===== src/hw/node_state_pkg.sv =====
// Purpose: Shared constants and types for the node state and event summary block
// Assumes: 8-bit CPU register bus, byte addressed by the low address byte
// Notes: Offsets are the low byte of the memory-mapped register addresses
package node_state_pkg;

  // ==========================================================================
  // Bus geometry
  localparam int unsigned ADDR_W = 8;
  localparam int unsigned DATA_W = 8;

  // ==========================================================================
  // Register offsets
  localparam logic [ADDR_W-1:0] OFS_NODE_STATE = 8'h8a;
  localparam logic [ADDR_W-1:0] OFS_MAIN_EVENT = 8'h8c;
  localparam logic [ADDR_W-1:0] OFS_MAIN_MASK = 8'h8e;
  localparam logic [ADDR_W-1:0] OFS_ALT_EVENT = 8'h90;
  localparam logic [ADDR_W-1:0] OFS_ALT_MASK = 8'h92;
  localparam logic [ADDR_W-1:0] OFS_FIFO_WARN = 8'ha0;
  localparam logic [ADDR_W-1:0] OFS_FIFO_MASK = 8'ha2;

  // ==========================================================================
  // Reset values
  localparam logic [DATA_W-1:0] RST_BYTE = 8'h00;

  // ==========================================================================
  // Field positions
  localparam int unsigned SEL_W = 2;
  localparam int unsigned MEV_WARN = 0;
  localparam int unsigned MEV_ALT = 1;
  localparam int unsigned MEV_TX = 2;
  localparam int unsigned MEV_FRAME = 3;
  localparam int unsigned MEV_NAK = 4;
  localparam int unsigned MEV_ULD = 5;
  localparam int unsigned MEV_RX = 6;
  localparam int unsigned MEV_MASTER = 7;
  localparam int unsigned AEV_DMA = 2;
  localparam int unsigned AEV_EOP = 3;
  localparam int unsigned AEV_SD3 = 4;
  localparam int unsigned AEV_SD5 = 5;
  localparam int unsigned AEV_RESET = 6;
  localparam int unsigned AEV_RESUME = 7;
  localparam logic [DATA_W-1:0] AEV_IMPL = 8'hfc;

  // ==========================================================================
  // Node state selector codes
  typedef enum logic [SEL_W-1:0] {
    BUS_RESET_STATE = 2'h0,
    REMOTE_WAKE_STATE = 2'h1,
    NORMAL_RUN_STATE = 2'h2,
    LOW_POWER_STATE = 2'h3
  } node_state_selector_t;

  // ==========================================================================
  // Carriers
  typedef struct packed {
    logic rd;
    logic wr;
    logic [ADDR_W-1:0] addr;
    logic [DATA_W-1:0] wdata;
  } cpu_req_t;

  typedef struct packed {
    logic tx_ev;
    logic frame;
    logic nak;
    logic uld;
    logic rx_ev;
  } summary_in_t;

  typedef struct packed {
    logic eop;
    logic sd3;
    logic sd5;
    logic usb_reset;
    logic dma;
  } alt_in_t;

  typedef struct packed {
    logic pipes_disable;
    logic ep_ctrl_reset;
    logic xfer_bits_clear;
    logic xcvr_suspend;
    logic resume_k_drive;
    logic state_freeze;
  } node_ctl_t;

endpackage : node_state_pkg


===== src/hw/node_state_event.sv =====
// Purpose: Node functional state control and main event summary with its masks
// Assumes: Event inputs other than bus activity come from logic on clk
// Notes: Register reads answer one cycle later on rdata; reads clear alternate event and FIFO warning bits
`timescale 1ns/1ps
`default_nettype none

// Function
// RULE1 - State register reads/writes, resets to zero
// RULE2 - Selector lives in bits one to zero
// RULE3 - Code 00 is bus reset state
// RULE4 - Entering bus reset disables all endpoint pipes
// RULE5 - Software handles default-endpoint and address flags
// RULE6 - Code 01 drives resume K upstream
// RULE7 - Software holds resume 1 to 15 ms
// RULE8 - Code 10 is normal operation
// RULE9 - Software enters suspend after suspend event
// RULE10 - Suspend puts transceivers in low power
// RULE11 - Suspend resets endpoints, transfer bits; freezes rest
// RULE12 - Bus activity in suspend sets resume flag
// RULE13 - Software performs all state changes itself
// RULE14 - Eight-bit main event register, reset zero
// RULE15 - Main event register ignores writes
// RULE16 - Bit 0 follows unmasked FIFO warnings
// RULE17 - Bit 1 sets on unmasked alternate event
// RULE18 - Mask gates events; bit 7 master enable
module node_state_event
  import node_state_pkg::*;
(
  input wire logic clk,
  input wire logic rst,
  input wire cpu_req_t cpu_req,
  output logic [DATA_W-1:0] cpu_rdata,
  input wire logic bus_activity,
  input wire alt_in_t alt_in,
  input wire logic [DATA_W-1:0] fifo_warn_set,
  input wire summary_in_t summary_in,
  output node_ctl_t node_ctl,
  output logic usb_irq
);

  // ==========================================================================
  // State
  typedef struct packed {
    node_state_selector_t sel;
    logic [DATA_W-1:0] main_mask;
    logic [DATA_W-1:0] alt_event;
    logic [DATA_W-1:0] alt_mask;
    logic [DATA_W-1:0] fifo_warn;
    logic [DATA_W-1:0] fifo_mask;
    logic alt_sum;
    logic act_s1;
    logic act_s2;
    logic pipes_disable;
    logic [DATA_W-1:0] rdata;
  } state_t;

  state_t s_q;
  state_t s_d;
  logic [DATA_W-1:0] main_event;
  logic wr_state;
  logic [DATA_W-1:0] alt_new;

  // ==========================================================================
  // Main event summary, never stored so writes cannot touch it
  always_comb begin
    main_event = RST_BYTE; // RULE14 RULE15
    main_event[MEV_WARN] = |(s_q.fifo_warn & s_q.fifo_mask); // RULE16
    main_event[MEV_ALT] = s_q.alt_sum; // RULE17
    main_event[MEV_TX] = summary_in.tx_ev;
    main_event[MEV_FRAME] = summary_in.frame;
    main_event[MEV_NAK] = summary_in.nak;
    main_event[MEV_ULD] = summary_in.uld;
    main_event[MEV_RX] = summary_in.rx_ev;
  end

  assign wr_state = cpu_req.wr && (cpu_req.addr == OFS_NODE_STATE);

  // ==========================================================================
  // Next state
  always_comb begin
    s_d = s_q;
    s_d.act_s1 = bus_activity;
    s_d.act_s2 = s_q.act_s1;
    s_d.pipes_disable = 1'b0;

    // Register writes; reserved selector bits are dropped
    if (wr_state) begin
      s_d.sel = node_state_selector_t'(cpu_req.wdata[SEL_W-1:0]); // RULE1 RULE2 RULE13
      if (node_state_selector_t'(cpu_req.wdata[SEL_W-1:0]) == BUS_RESET_STATE &&
          s_q.sel != BUS_RESET_STATE) begin
        s_d.pipes_disable = 1'b1; // RULE3 RULE4
      end
    end
    if (cpu_req.wr && cpu_req.addr == OFS_MAIN_MASK) begin
      s_d.main_mask = cpu_req.wdata;
    end
    if (cpu_req.wr && cpu_req.addr == OFS_ALT_MASK) begin
      s_d.alt_mask = cpu_req.wdata & AEV_IMPL;
    end
    if (cpu_req.wr && cpu_req.addr == OFS_FIFO_MASK) begin
      s_d.fifo_mask = cpu_req.wdata;
    end

    // Register reads; alternate event and FIFO warning bits clear on read
    if (cpu_req.rd) begin
      unique case (cpu_req.addr)
        OFS_NODE_STATE: s_d.rdata = {{(DATA_W-SEL_W){1'b0}}, s_q.sel};
        OFS_MAIN_EVENT: s_d.rdata = main_event;
        OFS_MAIN_MASK: s_d.rdata = s_q.main_mask;
        OFS_ALT_EVENT: begin
          s_d.rdata = s_q.alt_event;
          s_d.alt_event = RST_BYTE;
          s_d.alt_sum = 1'b0; // RULE17
        end
        OFS_ALT_MASK: s_d.rdata = s_q.alt_mask;
        OFS_FIFO_WARN: begin
          s_d.rdata = s_q.fifo_warn;
          s_d.fifo_warn = RST_BYTE; // RULE16
        end
        OFS_FIFO_MASK: s_d.rdata = s_q.fifo_mask;
        default: s_d.rdata = RST_BYTE;
      endcase
    end

    // Hardware sets win over read clears
    alt_new = RST_BYTE;
    alt_new[AEV_DMA] = alt_in.dma;
    alt_new[AEV_EOP] = alt_in.eop;
    alt_new[AEV_SD3] = alt_in.sd3;
    alt_new[AEV_SD5] = alt_in.sd5;
    alt_new[AEV_RESET] = alt_in.usb_reset;
    alt_new[AEV_RESUME] = (s_q.sel == LOW_POWER_STATE) && s_q.act_s2; // RULE12
    // A bit cleared by this cycle's read and set again still counts as newly set
    if (|(alt_new & ~s_d.alt_event & s_q.alt_mask)) begin
      s_d.alt_sum = 1'b1; // RULE17
    end
    s_d.alt_event = s_d.alt_event | alt_new;
    s_d.fifo_warn = s_d.fifo_warn | fifo_warn_set; // RULE16
  end

  // ==========================================================================
  // Registers
  always_ff @(posedge clk) begin
    if (rst) begin
      s_q.sel <= BUS_RESET_STATE; // RULE1 RULE3
      s_q.main_mask <= RST_BYTE;
      s_q.alt_event <= RST_BYTE;
      s_q.alt_mask <= RST_BYTE;
      s_q.fifo_warn <= RST_BYTE;
      s_q.fifo_mask <= RST_BYTE;
      s_q.alt_sum <= 1'b0;
      s_q.act_s1 <= 1'b0;
      s_q.act_s2 <= 1'b0;
      s_q.pipes_disable <= 1'b1; // RULE4
      s_q.rdata <= RST_BYTE;
    end else begin
      s_q <= s_d;
    end
  end

  // ==========================================================================
  // Outputs
  // Pipes stay disabled through bus reset; the pulse marks the entry itself
  always_comb begin
    node_ctl.pipes_disable = s_q.pipes_disable || (s_q.sel == BUS_RESET_STATE); // RULE4
    node_ctl.resume_k_drive = (s_q.sel == REMOTE_WAKE_STATE); // RULE6
    node_ctl.xcvr_suspend = (s_q.sel == LOW_POWER_STATE); // RULE10
    node_ctl.ep_ctrl_reset = (s_q.sel == LOW_POWER_STATE); // RULE11
    node_ctl.xfer_bits_clear = (s_q.sel == LOW_POWER_STATE); // RULE11
    node_ctl.state_freeze = (s_q.sel == LOW_POWER_STATE); // RULE11
  end

  // Normal run state enables no extra side effect: all controls idle
  // RULE8 is satisfied by every control output being low in that code

  assign usb_irq = s_q.main_mask[MEV_MASTER] &&
                   |(main_event[MEV_MASTER-1:0] & s_q.main_mask[MEV_MASTER-1:0]); // RULE18
  assign cpu_rdata = s_q.rdata;

endmodule : node_state_event

`default_nettype wire


===== config.mk =====
export PLATFORM = sky130hd
export DESIGN_NAME = node_state_event
export DESIGN_NICKNAME = d
export VERILOG_FILES = /design/src/hw/node_state_pkg.sv /design/src/hw/node_state_event.sv
export SDC_FILE = /design/constraint.sdc
export NUM_CORES = 1
export LEC_CHECK = 0
export ABC_AREA = 1
export BUFFER_PORTS_ARGS = -buffer_cell sky130_fd_sc_hd__buf_4
export CELL_PAD_IN_SITES_DETAIL_PLACEMENT = 0
export CELL_PAD_IN_SITES_GLOBAL_PLACEMENT = 1
export CORE_MARGIN = 4
export CORE_UTILIZATION = 39
export DETAILED_ROUTE_END_ITERATION = 12
export PLACE_DENSITY = 0.82
export SLEW_MARGIN = 20
export SYNTH_ARGS = -nofsm -noshare
export SYNTH_HDL_FRONTEND = slang
export SYNTH_SLANG_ARGS = --single-unit

===== constraint.sdc =====
create_clock -name clk -period 1.54 [get_ports clk]
set_input_delay 0.231 -clock clk [delete_from_list [all_inputs] [get_ports clk]]
set_output_delay 0.231 -clock clk [all_outputs]
set_load 0.02 [all_outputs]

# Yosys cells after proc, flatten, opt, wreduce, memory -nomap -nowiden
# Index checks and enable logic that the tools add are counted.
# op_classes
n_bitwise,7
n_eq_ne,9
n_mux,10
n_reduce_logical,17
# op_table
op,n
$eq 8x8->1 const B,7
$pmux 8 s7,1
$mux 8,4
$and 8x8->8,3
$or 8x8->8,2
$reduce_or 8->1,2
$not 8->8,1
$and 7x7->7,1
$logic_and 1x1->1,7
$reduce_or 7->1,1
$reduce_bool 2->1,3
$mux 1,5
$logic_not 2->1,2
$eq 2x1->1 const B,1
$eq 2x2->1 const B,1
$reduce_and 2->1,1
$logic_or 1x1->1,1
# word_totals
elab_cells,54
register_bits,52
output_inout_bits,15
in_bits,39

# Longest topological paths before layout
# Gate-level depths: netlist (run 1).
# logic_depth
ltp_word,9
ltp_mapped,11
ltp_nobuf,11

# Least setup slack after synthesis (run 1)
# Ideal clock, no wire load.
# synth_timing
path_kind,reg-to-output
startpoint,register s_q[26] (netlist name)
endpoint,output port usb_irq
path_buffers,0
stages_incl_launch_ff,7
t_required_ns,1.309
path_slack_ns,0.322
arrival_time_ns,0.987
path_cell_list,dfxtp_1 > nand2_1 > nand2_1 > nor2_1 > nand2_1 > nand2_1 > a31oi_1
# synth_via
elab_chain_len,5
# synth_lines
element,line,rtl
from (decl),node_state_event.sv:57,state_t s_q;
$and 8x8->8,node_state_event.sv:67,main_event[MEV_WARN] = |(s_q.fifo_warn & s_q.fifo_mask);
$reduce_or 8->1,node_state_event.sv:67,
$and 7x7->7,node_state_event.sv:177,|(main_event[MEV_MASTER-1:0] & s_q.main_mask[MEV_MASTER-1:0]);
$reduce_or 7->1,node_state_event.sv:177,
$logic_and 1x1->1,node_state_event.sv:176,assign usb_irq = s_q.main_mask[MEV_MASTER] &&
to (decl),node_state_event.sv:38,output logic usb_irq
# Every way passes these cells.

# Final worst setup path (run 1)
# layout_timing
startpoint,register s_q[25] (netlist name)
endpoint,output port usb_irq
# The elaborated chain is that of the path after synthesis.

==> flow_summary.yaml, run 1 <==
run_status:
  status: "complete, but fails checks"
  violations: "negative setup slack"
detailed_routing:
  drt_first_pass_iters: 4
  vias: 2598
  vias_per_cell: 4.72
  routedWlPerCell_um: 13.0
  ant_nets: 0
  drt-total-wl_um: 7150
  drt_iter0_markers: 178
  drc: 0
final_layout:
  n_antenna_cell: 0
  drive_gt1_share_pct: 27.5
  nets: 492
  final-instance-count-excl-fill: 550
  syn2layout_area_growth_pct: 23.3
pwr:
  p_int_mw: 1.84
  p_comb_share_pct: 11.2
  switching_share_pct: 26.2
  ir_worst_vdd_v: 0.000368
  seq_power_share_pct: 55.9
  p_switching_mw: 0.654
  cellLeakagePower_nw: 1.58
  clkPwrFrac_pct: 32.8
  p_per_area_mw_per_mm2: 739
place:
  dp_slack_ps: 61.5
  io_buffers: 53
  place.detailed.hpwl_um: 5490
  post-place-cells: 529
  place_congestion: 0.904
floorplanning:
  start_util_pct: 40.2
  die_y_um: 91.7
  die_x_um: 91.7
  pin_count: 54
  core_area_mm2: 0.00679
  num_rows: 30
  die_area_mm2: 0.00841
setup_path:
  rr_worst_depth: 12
  slowest_delay_ps: 350
  critPathKind: "reg2out"
  crit_chain: "nand2_1 -> nand2_1 -> nor2_1 -> nand2_1 -> nand2_1 -> a31oi_1 -> buf_4"
  critPathMaxFanout: 2
  cp_data_arrival_time_ps: 1360
  critPathRequiredTime_ps: 1310
  crit_top_cell: "nand2_1"
  cp-start-kind: "flip-flop"
  cp-end-kind: "primary output"
  slowest_stage: "dfxtp_2"
timing:
  layout_min_cycle_time_ps: 1590
  maxSlewViolCount: 0
  max_freq_mhz: 630
  maxSlewHeadroom_pct: 79.2
  clock_skew_ps: 11.5
  rsz0062_at_grt: "true"
  hold_viol_final: 0
  tightest_slew_ps: 312
  setup_viol: 1
  fin_ws_ps: -47.8
  fin_crit_sh_pct: 103
yosys:
  yosysWarnings: 0
  ys_seq_area_share_pct: 38.1
  ys_types: 26
  synth_top_area_cell: "dfxtp_1"
  synth_area_mm2: 0.00273
  yosysTopAreaCellShare_pct: 38.1
  ys_seq_elements: 52
  synth_nets: 435
  ys_top_cells_by_area: "dfxtp_1 (38%), nand2_1 (12%), a21oi_1 (8.4%)"
  syn_inst: 396
  synth.avg_cell_area_um2: 6.90
clock_tree:
  cts.clk_slew.worst_paths_ps: 110
  tritoncts_num_sinks: 52
  tritoncts: "built"
  root_buffer: "clkbuf_8"
  worstSkewPairLatency_ps: 310
  numCtsBuffers: 5
  clockBufferDepth: 2
  htreeDepth: 2
global_routing:
  grt_pass1_wl_um: 12000
  grt_antenna_before_repair: 0
  grt-ovfl-total: 0
  grt_pass1_vias: 2450
  track_usage_pct: 17.5
  grt_max_degree: 28
min_path:
  hold_depth: 3
  hold_class: "in2reg"
run:
  max_cap_violations: 0
==> cells in the final DEF, fill, tap and decap left out, types with 2 or more instances in the layout <==
master       n
nand3_2      4
nand2_4      2
dfxtp_1     37
dfxtp_2     15
inv_1       50
nand2_2      3
nor2_2       2
nand3_1     44
clkbuf_8     5
nand2_1     91
nor2_8       4
clkinvlp_4   2
a21oi_2      2
o21ai_1      8
inv_2        5
o21ai_0     19
a21oi_1     46
nor2_1      33
buf_4       74
==> per-layer routing <==
| metal | GRT usage [%] | share of wire (%) | vias to the layer above |
|---|---|---|---|
| li1 | - | - | 1369 |
| met1 | 23.1 | 48 | 1164 |
| met2 | 29.9 | 46 | 53 |
| met3 | 3.04 | 4.7 | 12 |
| met4 | 4.08 | 1.6 | 0 |
| met5 | 0 | 0 | - |
==> registers in the layout, indices dropped and copies added (netlist names), named ones only <==
register and cells:
s_d 1, main_event 1, s_q 40, cpu_rdata 8
==> final timing paths <==
| path | slack [ps] | to | from |
|---|---|---|---|
| worst max-delay path | -50 | usb_irq | s_q[25] |
| worst min-delay path | 110 | s_d[9] | bus_activity |
| worst max register to register | 180 | cpu_rdata[0] | s_q[27] |
| worst min register to register | 410 | s_q[9] | s_d[9] |
==> synth_stat cells <==
cell type / count
clkbuf_1: 5
a21oi_1: 46
or2_2: 1
a31oi_1: 1
inv_2: 5
nand3_2: 4
o21ai_0: 19
dfxtp_1: 52
buf_8: 1
o41ai_2: 1
nand2_4: 2
nand2_1: 91
nor2_8: 4
buf_2: 4
a21oi_2: 2
a221oi_1: 1
inv_1: 50
nor2_2: 2
nand3_1: 44
nor2_4: 1
buf_4: 12
o21ai_1: 8
nor2_1: 33
nand2_2: 3
buf_6: 3
nand3_4: 1
==> stage by stage <==
stage	instance area [µm²]	util (%)	power [mW]	hold slack [ps]	TNS [ps]
floorplan	2730	-	1.55	331	0
global placement	3150	46.4	1.68	389	0
detailed placement	3150	46.4	1.68	399	0
CTS	3350	49.3	2.52	108	-42.2
global route	3370	49.6	2.60	103	-113
finish	3370	49.6	2.49	115	-47.8
==> cell type report <==
type / count / area [µm²]
clock inverter: 3 / 26.3
fill: 706 / 3420
timing repair buffer: 75 / 576
multi-input combinational: 264 / 1320
clock buffer: 5 / 68.8
sequential: 52 / 1060
tap: 96 / 120
inverter: 55 / 206
==> critical path: cells and delay by family, from the launching register on <==
kind,cells,cell delay [ps]
AOI/OAI and AO/OA,1,200
buffers and inverters,1,180
and+or+nand+nor,5,300
DFF,1,350
==> what timing repair did <==
| action | 4_1_cts | 5_1_grt |
|---|---|---|
| hold buffers | 0 | 0 |
| pin swaps | 2 | 3 |
| resized for setup | 15 | 1 |
| buffers inserted | 11 | 2 |
| endpoints found under the setup margin | 1 | 1 |
==> kinds of logic (layout without fill, tap and decap cells) <==
kind of cell	Yosys count	in the layout	share of synthesized area [%]
AOI/OAI and AO/OA	78	78	15.1
buffers and inverters	80	138	14.1
DFF	52	52	38.1
and+or+nand+nor	186	186	32.7
==> power by group through the flow <==
stage                     logic, mW  clock network, mW  registers (mW)
final                         0.280              0.819            1.39
after global routing          0.311              0.895            1.40
after CTS                     0.279              0.842            1.39
after detailed placement      0.253                  0            1.43
after global placement        0.251                  0            1.43
after floorplan               0.130                  0            1.42
(Power assumes the default switching activity.)
==> run 2: changes to the inputs <==
--- a/config.mk
+++ b/config.mk
@@ -9,6 +9,7 @@
 export BUFFER_PORTS_ARGS = -buffer_cell sky130_fd_sc_hd__buf_4
 export CELL_PAD_IN_SITES_DETAIL_PLACEMENT = 0
 export CELL_PAD_IN_SITES_GLOBAL_PLACEMENT = 1
+export CORE_ASPECT_RATIO = 2
 export CORE_MARGIN = 4
 export CORE_UTILIZATION = 39
 export DETAILED_ROUTE_END_ITERATION = 12
==> constraint.sdc (replaced) <==
create_clock -name clk -period 1.72 [get_ports clk]
set_input_delay 0.258 -clock clk [delete_from_list [all_inputs] [get_ports clk]]
set_output_delay 0.258 -clock clk [all_outputs]
set_load 0.02 [all_outputs]
==> run 2 against run 1 <==
Effect of this change:
- the flow now finishes without violations
- non-clock buffer count is 18 lower
- clock skew is 6.1 ps lower
- highest routed layer unchanged
- count of clock-buffer cells in the layout stayed put
- sequential share of layout area is 0.63 points higher
- final area is 2.8% lower
- largest power group unchanged
==> flow_summary.yaml, run 2 (synthesis gave the netlist of run 1 again) <==
final_layout:
  drive_gt1_share_pct: 22.7
  final_common_cell: "nand2_1"
  nets: 474
  nFillCells: 798
  multi_input_area_mm2: 0.00131
  syn2layout_area_growth_pct: 19.9
  seqCellArea_mm2: 0.00105
  top_register: "s_q"
  n_antenna_cell: 0
  design_area_mm2: 0.00328
  layout_common_cells: "nand2_1 (91), buf_4 (57), inv_1 (50), a21oi_1 (46)"
  largest_reg_flops: 40
timing:
  fin_ws_ps: 77.8
  setup_tns_ps: 0
  rsz0062_at_grt: "false"
  maxSlewViolCount: 0
  fin_crit_sh_pct: 95.5
  tightest_slew_ps: 758
  clock_skew_ps: 5.35
  setup_viol: 0
  max_freq_mhz: 609
  maxSlewHeadroom_pct: 49.4
  hold_viol_final: 0
  layout_min_cycle_time_ps: 1640
setup_path:
  cp-start-kind: "flip-flop"
  critPathKind: "reg2out"
  critPathRequiredTime_ps: 1460
  critPathMaxFanout: 3
  cp_data_arrival_time_ps: 1380
  r2r_slack_ps: 490
  cp-end-kind: "primary output"
pwr:
  ir_worst_vdd_v: 0.00110
  power_mw: 2.65
  cellLeakagePower_nw: 1.52
  p_per_area_mw_per_mm2: 808
floorplanning:
  pin_count: 54
  num_rows: 43
  core_area_mm2: 0.00689
  die_x_um: 67.2
  die_y_um: 126
  start_util_pct: 39.7
  die_area_mm2: 0.00849
global_routing:
  grt_pass1_wl_um: 12000
  grt-ovfl-total: 0
  track_usage_pct: 19.0
  grt_antenna_before_repair: 0
  grt_pass1_vias: 2471
  grt_max_degree: 28
detailed_routing:
  drt_first_pass_iters: 4
  drc: 0
  vias: 2504
  vias_per_cell: 4.76
  drt-total-wl_um: 7470
  routedWlPerCell_um: 14.2
  drt_iter0_markers: 117
  ant_nets: 0
run:
  max_cap_violations: 0
place:
  dp_slack_ps: 205
  placed_area_mm2: 0.00310
  place_congestion: 0.878
  place.detailed.hpwl_um: 5960
  io_buffers: 53
clock_tree:
  cts.clk_slew.worst_paths_ps: 70
  clockBufferDepth: 2
  tritoncts: "built"
  root_buffer: "clkbuf_16"
  htreeDepth: 2
  cts_setup_buffers: 0
  numCtsBuffers: 5
  tritoncts_num_sinks: 52
  worstSkewPairLatency_ps: 300
  ctsHoldBuffers: 0
min_path:
  hold_class: "in2reg"
run_status:
  status: "finished clean"
run 2: cell count changes in the layout (fill, tap and decap cells not counted), sizes merged:
cell      previous run  this run
clkinvlp             2         0
bufinv               0         1
buf                 75        57
clkinv               0         1
run 2: path summary, 6_finish.rpt:
kind,start,endpoint,cells past startpoint
max,s_q[23],usb_irq,7
min,fifo_warn_set[4],s_q[24],3
max reg2reg,s_q[53],main_event[1],8
min reg2reg,s_d[9],s_q[9],2
run 2: report_power, final:
| part | internal [mW] | total [mW] | switching (mW) |
|---|---|---|---|
| clock network | 0.695 | 1.17 | 0.480 |
| registers | 1.23 | 1.25 | 0.0220 |
| logic | 0.0939 | 0.220 | 0.126 |
run 2: worst max-delay path: stages (launching register included):
cell and delay [ps]:
dfxtp_1 370, nand2_1 70, nand2_1 50, nor2_1 40
nand2_1 100, nand2_1 60, a31oi_1 200, buf_4 180
run 2: layout make-up:
cell class              count  area share (%)
well taps                  90            3.44
clock buffers               5            3.82
inverters                  55            6.30
multi-input cells         264            39.9
flip-flops and latches     52            32.1
clock inverters             3            1.41
repair buffers             57            13.1
run 2: layer usage:
layer	GRT usage, %	vias to the layer above	routed length, µm
met3	3.28	11	281
met1	19.3	1115	2680
li1	-	1328	-
met2	36.0	50	4280
met4	7.66	0	220
met5	0	-	0
run 2: repair_timing:
| action | 4_1_cts | 5_1_grt |
|---|---|---|
| resized for setup | 0 | 8 |
| setup endpoints to repair | 0 | 1 |
| hold endpoints to repair | 0 | 0 |
run 2: stage by stage:
step / util, % / hold slack, ps / std cells
finish: 47.6 / 155 / 526
global placement: 45.0 / 397 / 518
detailed placement: 45.0 / 395 / 518
floorplan: - / 358 / 396
CTS: 47.5 / 158 / 526
global route: 47.6 / 164 / 526
==> run 3: changes to the inputs <==
--- a/config.mk
+++ b/config.mk
@@ -5,15 +5,15 @@
 export SDC_FILE = /design/constraint.sdc
 export NUM_CORES = 1
 export LEC_CHECK = 0
-export ABC_AREA = 1
 export BUFFER_PORTS_ARGS = -buffer_cell sky130_fd_sc_hd__buf_4
 export CELL_PAD_IN_SITES_DETAIL_PLACEMENT = 0
 export CELL_PAD_IN_SITES_GLOBAL_PLACEMENT = 1
 export CORE_ASPECT_RATIO = 2
-export CORE_MARGIN = 4
-export CORE_UTILIZATION = 39
+export CORE_MARGIN = 1.5
+export CORE_UTILIZATION = 40
 export DETAILED_ROUTE_END_ITERATION = 12
-export PLACE_DENSITY = 0.82
+export GPL_ROUTABILITY_DRIVEN = 0
+export PLACE_DENSITY = 0.8
 export SLEW_MARGIN = 20
 export SYNTH_ARGS = -nofsm -noshare
 export SYNTH_HDL_FRONTEND = slang
==> run 3 against run 2 <==
Effect of this change:
- synthesized cell count down 28%
- count of clock-buffer cells in the layout up 2
- sequential share of layout area up 0.93 points
- sequential power about the same
- register-to-register slack worse by 110 ps
- final area down 3.7%
- clock power down 14%
- largest cell class unchanged
- largest power group unchanged
==> flow_summary.yaml, run 3 <==
yosys:
  synth_most_common_cell: "dfxtp_1"
  syn_inst: 286
  synth.avg_cell_area_um2: 8.92
  synthFlopType: "dfxtp_1"
  synth_area_mm2: 0.00255
  ys_seq_area_share_pct: 40.8
  synth_top_area_cell: "dfxtp_1"
  ys_seq_elements: 52
  ys_types: 46
  synth_nets: 325
  ys_top_cells_by_area: "dfxtp_1 (41%), mux2i_1 (14%), nand2_1 (5.2%)"
  synth_common_cells: "dfxtp_1 (52), mux2i_1 (35), nand2_1 (35), nor2_1 (35), a21oi_1 (26)"
  synth-edff-count: 0
  yosysTopAreaCellShare_pct: 40.8
  yosysWarnings: 0
  synth-async-reset-ratio_pct: 0
floorplanning:
  die_y_um: 116
  die_area_mm2: 0.00689
  num_rows: 41
  pin_count: 54
  die_x_um: 59.5
  core_area_mm2: 0.00621
  start_util_pct: 41.1
timing:
  rsz0062_at_grt: "false"
  layout_min_cycle_time_ps: 1640
  setup_viol: 0
  hold_viol_final: 0
  setup_tns_ps: 0
  fin_ws_ps: 77.8
  fin_crit_sh_pct: 95.5
  maxSlewHeadroom_pct: 69.4
  worst_hold_slack_ps: 162
  tightest_slew_ps: 457
  max_freq_mhz: 609
  clock_skew_ps: 5.47
  maxSlewViolCount: 0
global_routing:
  grt_antenna_before_repair: 0
  grt_max_degree: 32
  track_usage_pct: 20.0
  grt_pass1_wl_um: 10300
  grt-ovfl-total: 0
  grt_pass1_vias: 2104
detailed_routing:
  vias_per_cell: 5.30
  drt_first_pass_iters: 4
  vias: 2224
  drc: 0
  drt-total-wl_um: 6430
  routedWlPerCell_um: 15.3
  drt_iter0_markers: 119
  ant_nets: 0
place:
  io_buffers: 53
  place.detailed.hpwl_um: 4930
  post-place-cells: 412
  placed_area_mm2: 0.00301
  dp_slack_ps: 23.0
final_layout:
  nFillCells: 621
  top_register: "s_q"
  nets: 372
  final_common_cell: "buf_4"
  drive_gt1_share_pct: 24.3
  design_area_mm2: 0.00316
  n_antenna_cell: 0
  fin_util_pct: 50.8
  final-instance-count-excl-fill: 420
  largest_reg_flops: 40
  layout_common_cells: "buf_4 (62), dfxtp_1 (52), nor2_1 (35), nand2_1 (35), mux2i_1 (35)"
  syn2layout_area_growth_pct: 23.7
pwr:
  power_mw: 2.50
  p_per_area_mw_per_mm2: 791
  ir_worst_vdd_v: 0.000859
  cellLeakagePower_nw: 1.31
setup_path:
  crit_chain: "a22oi_1 -> nand4_1 -> a21oi_1 -> nor2b_1 -> buf_4"
  crit_buf_inv: 1
  critPathKind: "reg2out"
  critPathMaxFanout: 3
  cp-end-kind: "primary output"
  slowest_delay_ps: 340
  slowest_stage: "dfxtp_1"
  cp_data_arrival_time_ps: 1380
  cp_top_family: "compound AO/OA/AOI/OAI gates"
  critPathRequiredTime_ps: 1460
  cp-start-kind: "flip-flop"
clock_tree:
  ctsHoldBuffers: 0
  root_buffer: "clkbuf_16"
  numCtsBuffers: 5
  cts_setup_buffers: 0
  clockBufferDepth: 2
  worstSkewPairLatency_ps: 290
  htreeDepth: 2
  tritoncts_num_sinks: 52
  cts.clk_slew.worst_paths_ps: 70
  tritoncts: "built"
  cts_resized: 0
run_status:
  status: "finished clean"
min_path:
  hold_class: "in2reg"
run:
  max_cap_violations: 0
## run 3: cell count changes after synthesis, sizes merged, moves of 6 or more
cell	delta
a21oi	-22
a22oi	+8
a2bb2oi	+6
inv	-52
mux2i	+35
nand2	-61
nand3	-46
nor3	+6
o21ai	-21
o22ai	+7
## run 3: worst paths after layout
check | startpoint | endpoint | slack (ps) | cells past startpoint
worst min register to register | s_d[9] | s_q[9] | 440 | 1
worst max register to register | s_q[22] | cpu_rdata[0] | 380 | 4
worst min-delay path | fifo_warn_set[2] | s_q[22] | 160 | 3
worst max-delay path | s_q[22] | usb_irq | 80 | 5
## run 3: cell type report
type / instances / area (µm²) / share of cell area (%)
Clock inverter: 1 / 7.51 / 0.238
Sequential cell: 52 / 1040 / 33.0
Timing Repair Buffer: 64 / 505 / 16.0
Tap cell: 86 / 108 / 3.41
Clock buffer: 7 / 143 / 4.52
Inverter: 3 / 11.3 / 0.357
Multi-Input combinational cell: 207 / 1340 / 42.5
## run 3: logic make-up (layout without fill, tap and decap cells)
| group | after synthesis | in the layout | share of synthesized area, % |
|---|---|---|---|
| DFF | 52 | 52 | 40.8 |
| and+or+nand+nor | 107 | 107 | 22.4 |
| AOI/OAI and AO/OA | 63 | 63 | 15.7 |
| buffers and inverters | 27 | 75 | 6.62 |
| muxes | 36 | 36 | 14.2 |
| xor gates and xnor gates | 1 | 1 | 0.344 |
## run 3: worst min-delay path, cell delays in order
cell,delay [ps]
buf_4,70
a21oi_1,30
nor2_1,60
## run 3: report_power, final
part	internal, mW	switching [mW]	total (mW)
sequential	1.23	0.0198	1.25
clock	0.580	0.430	1.01
combinational	0.119	0.117	0.236
## run 3: metal layers
layer | vias to the layer above | share of wire [%] | wire length, µm | global-route usage (%)
li1 | 1109 | - | - | -
met1 | 1033 | 41 | 2660 | 24.5
met2 | 74 | 51 | 3300 | 33.2
met3 | 8 | 5.6 | 362 | 3.91
met4 | 0 | 1.6 | 106 | 8.79
met5 | - | 0 | 0 | 0
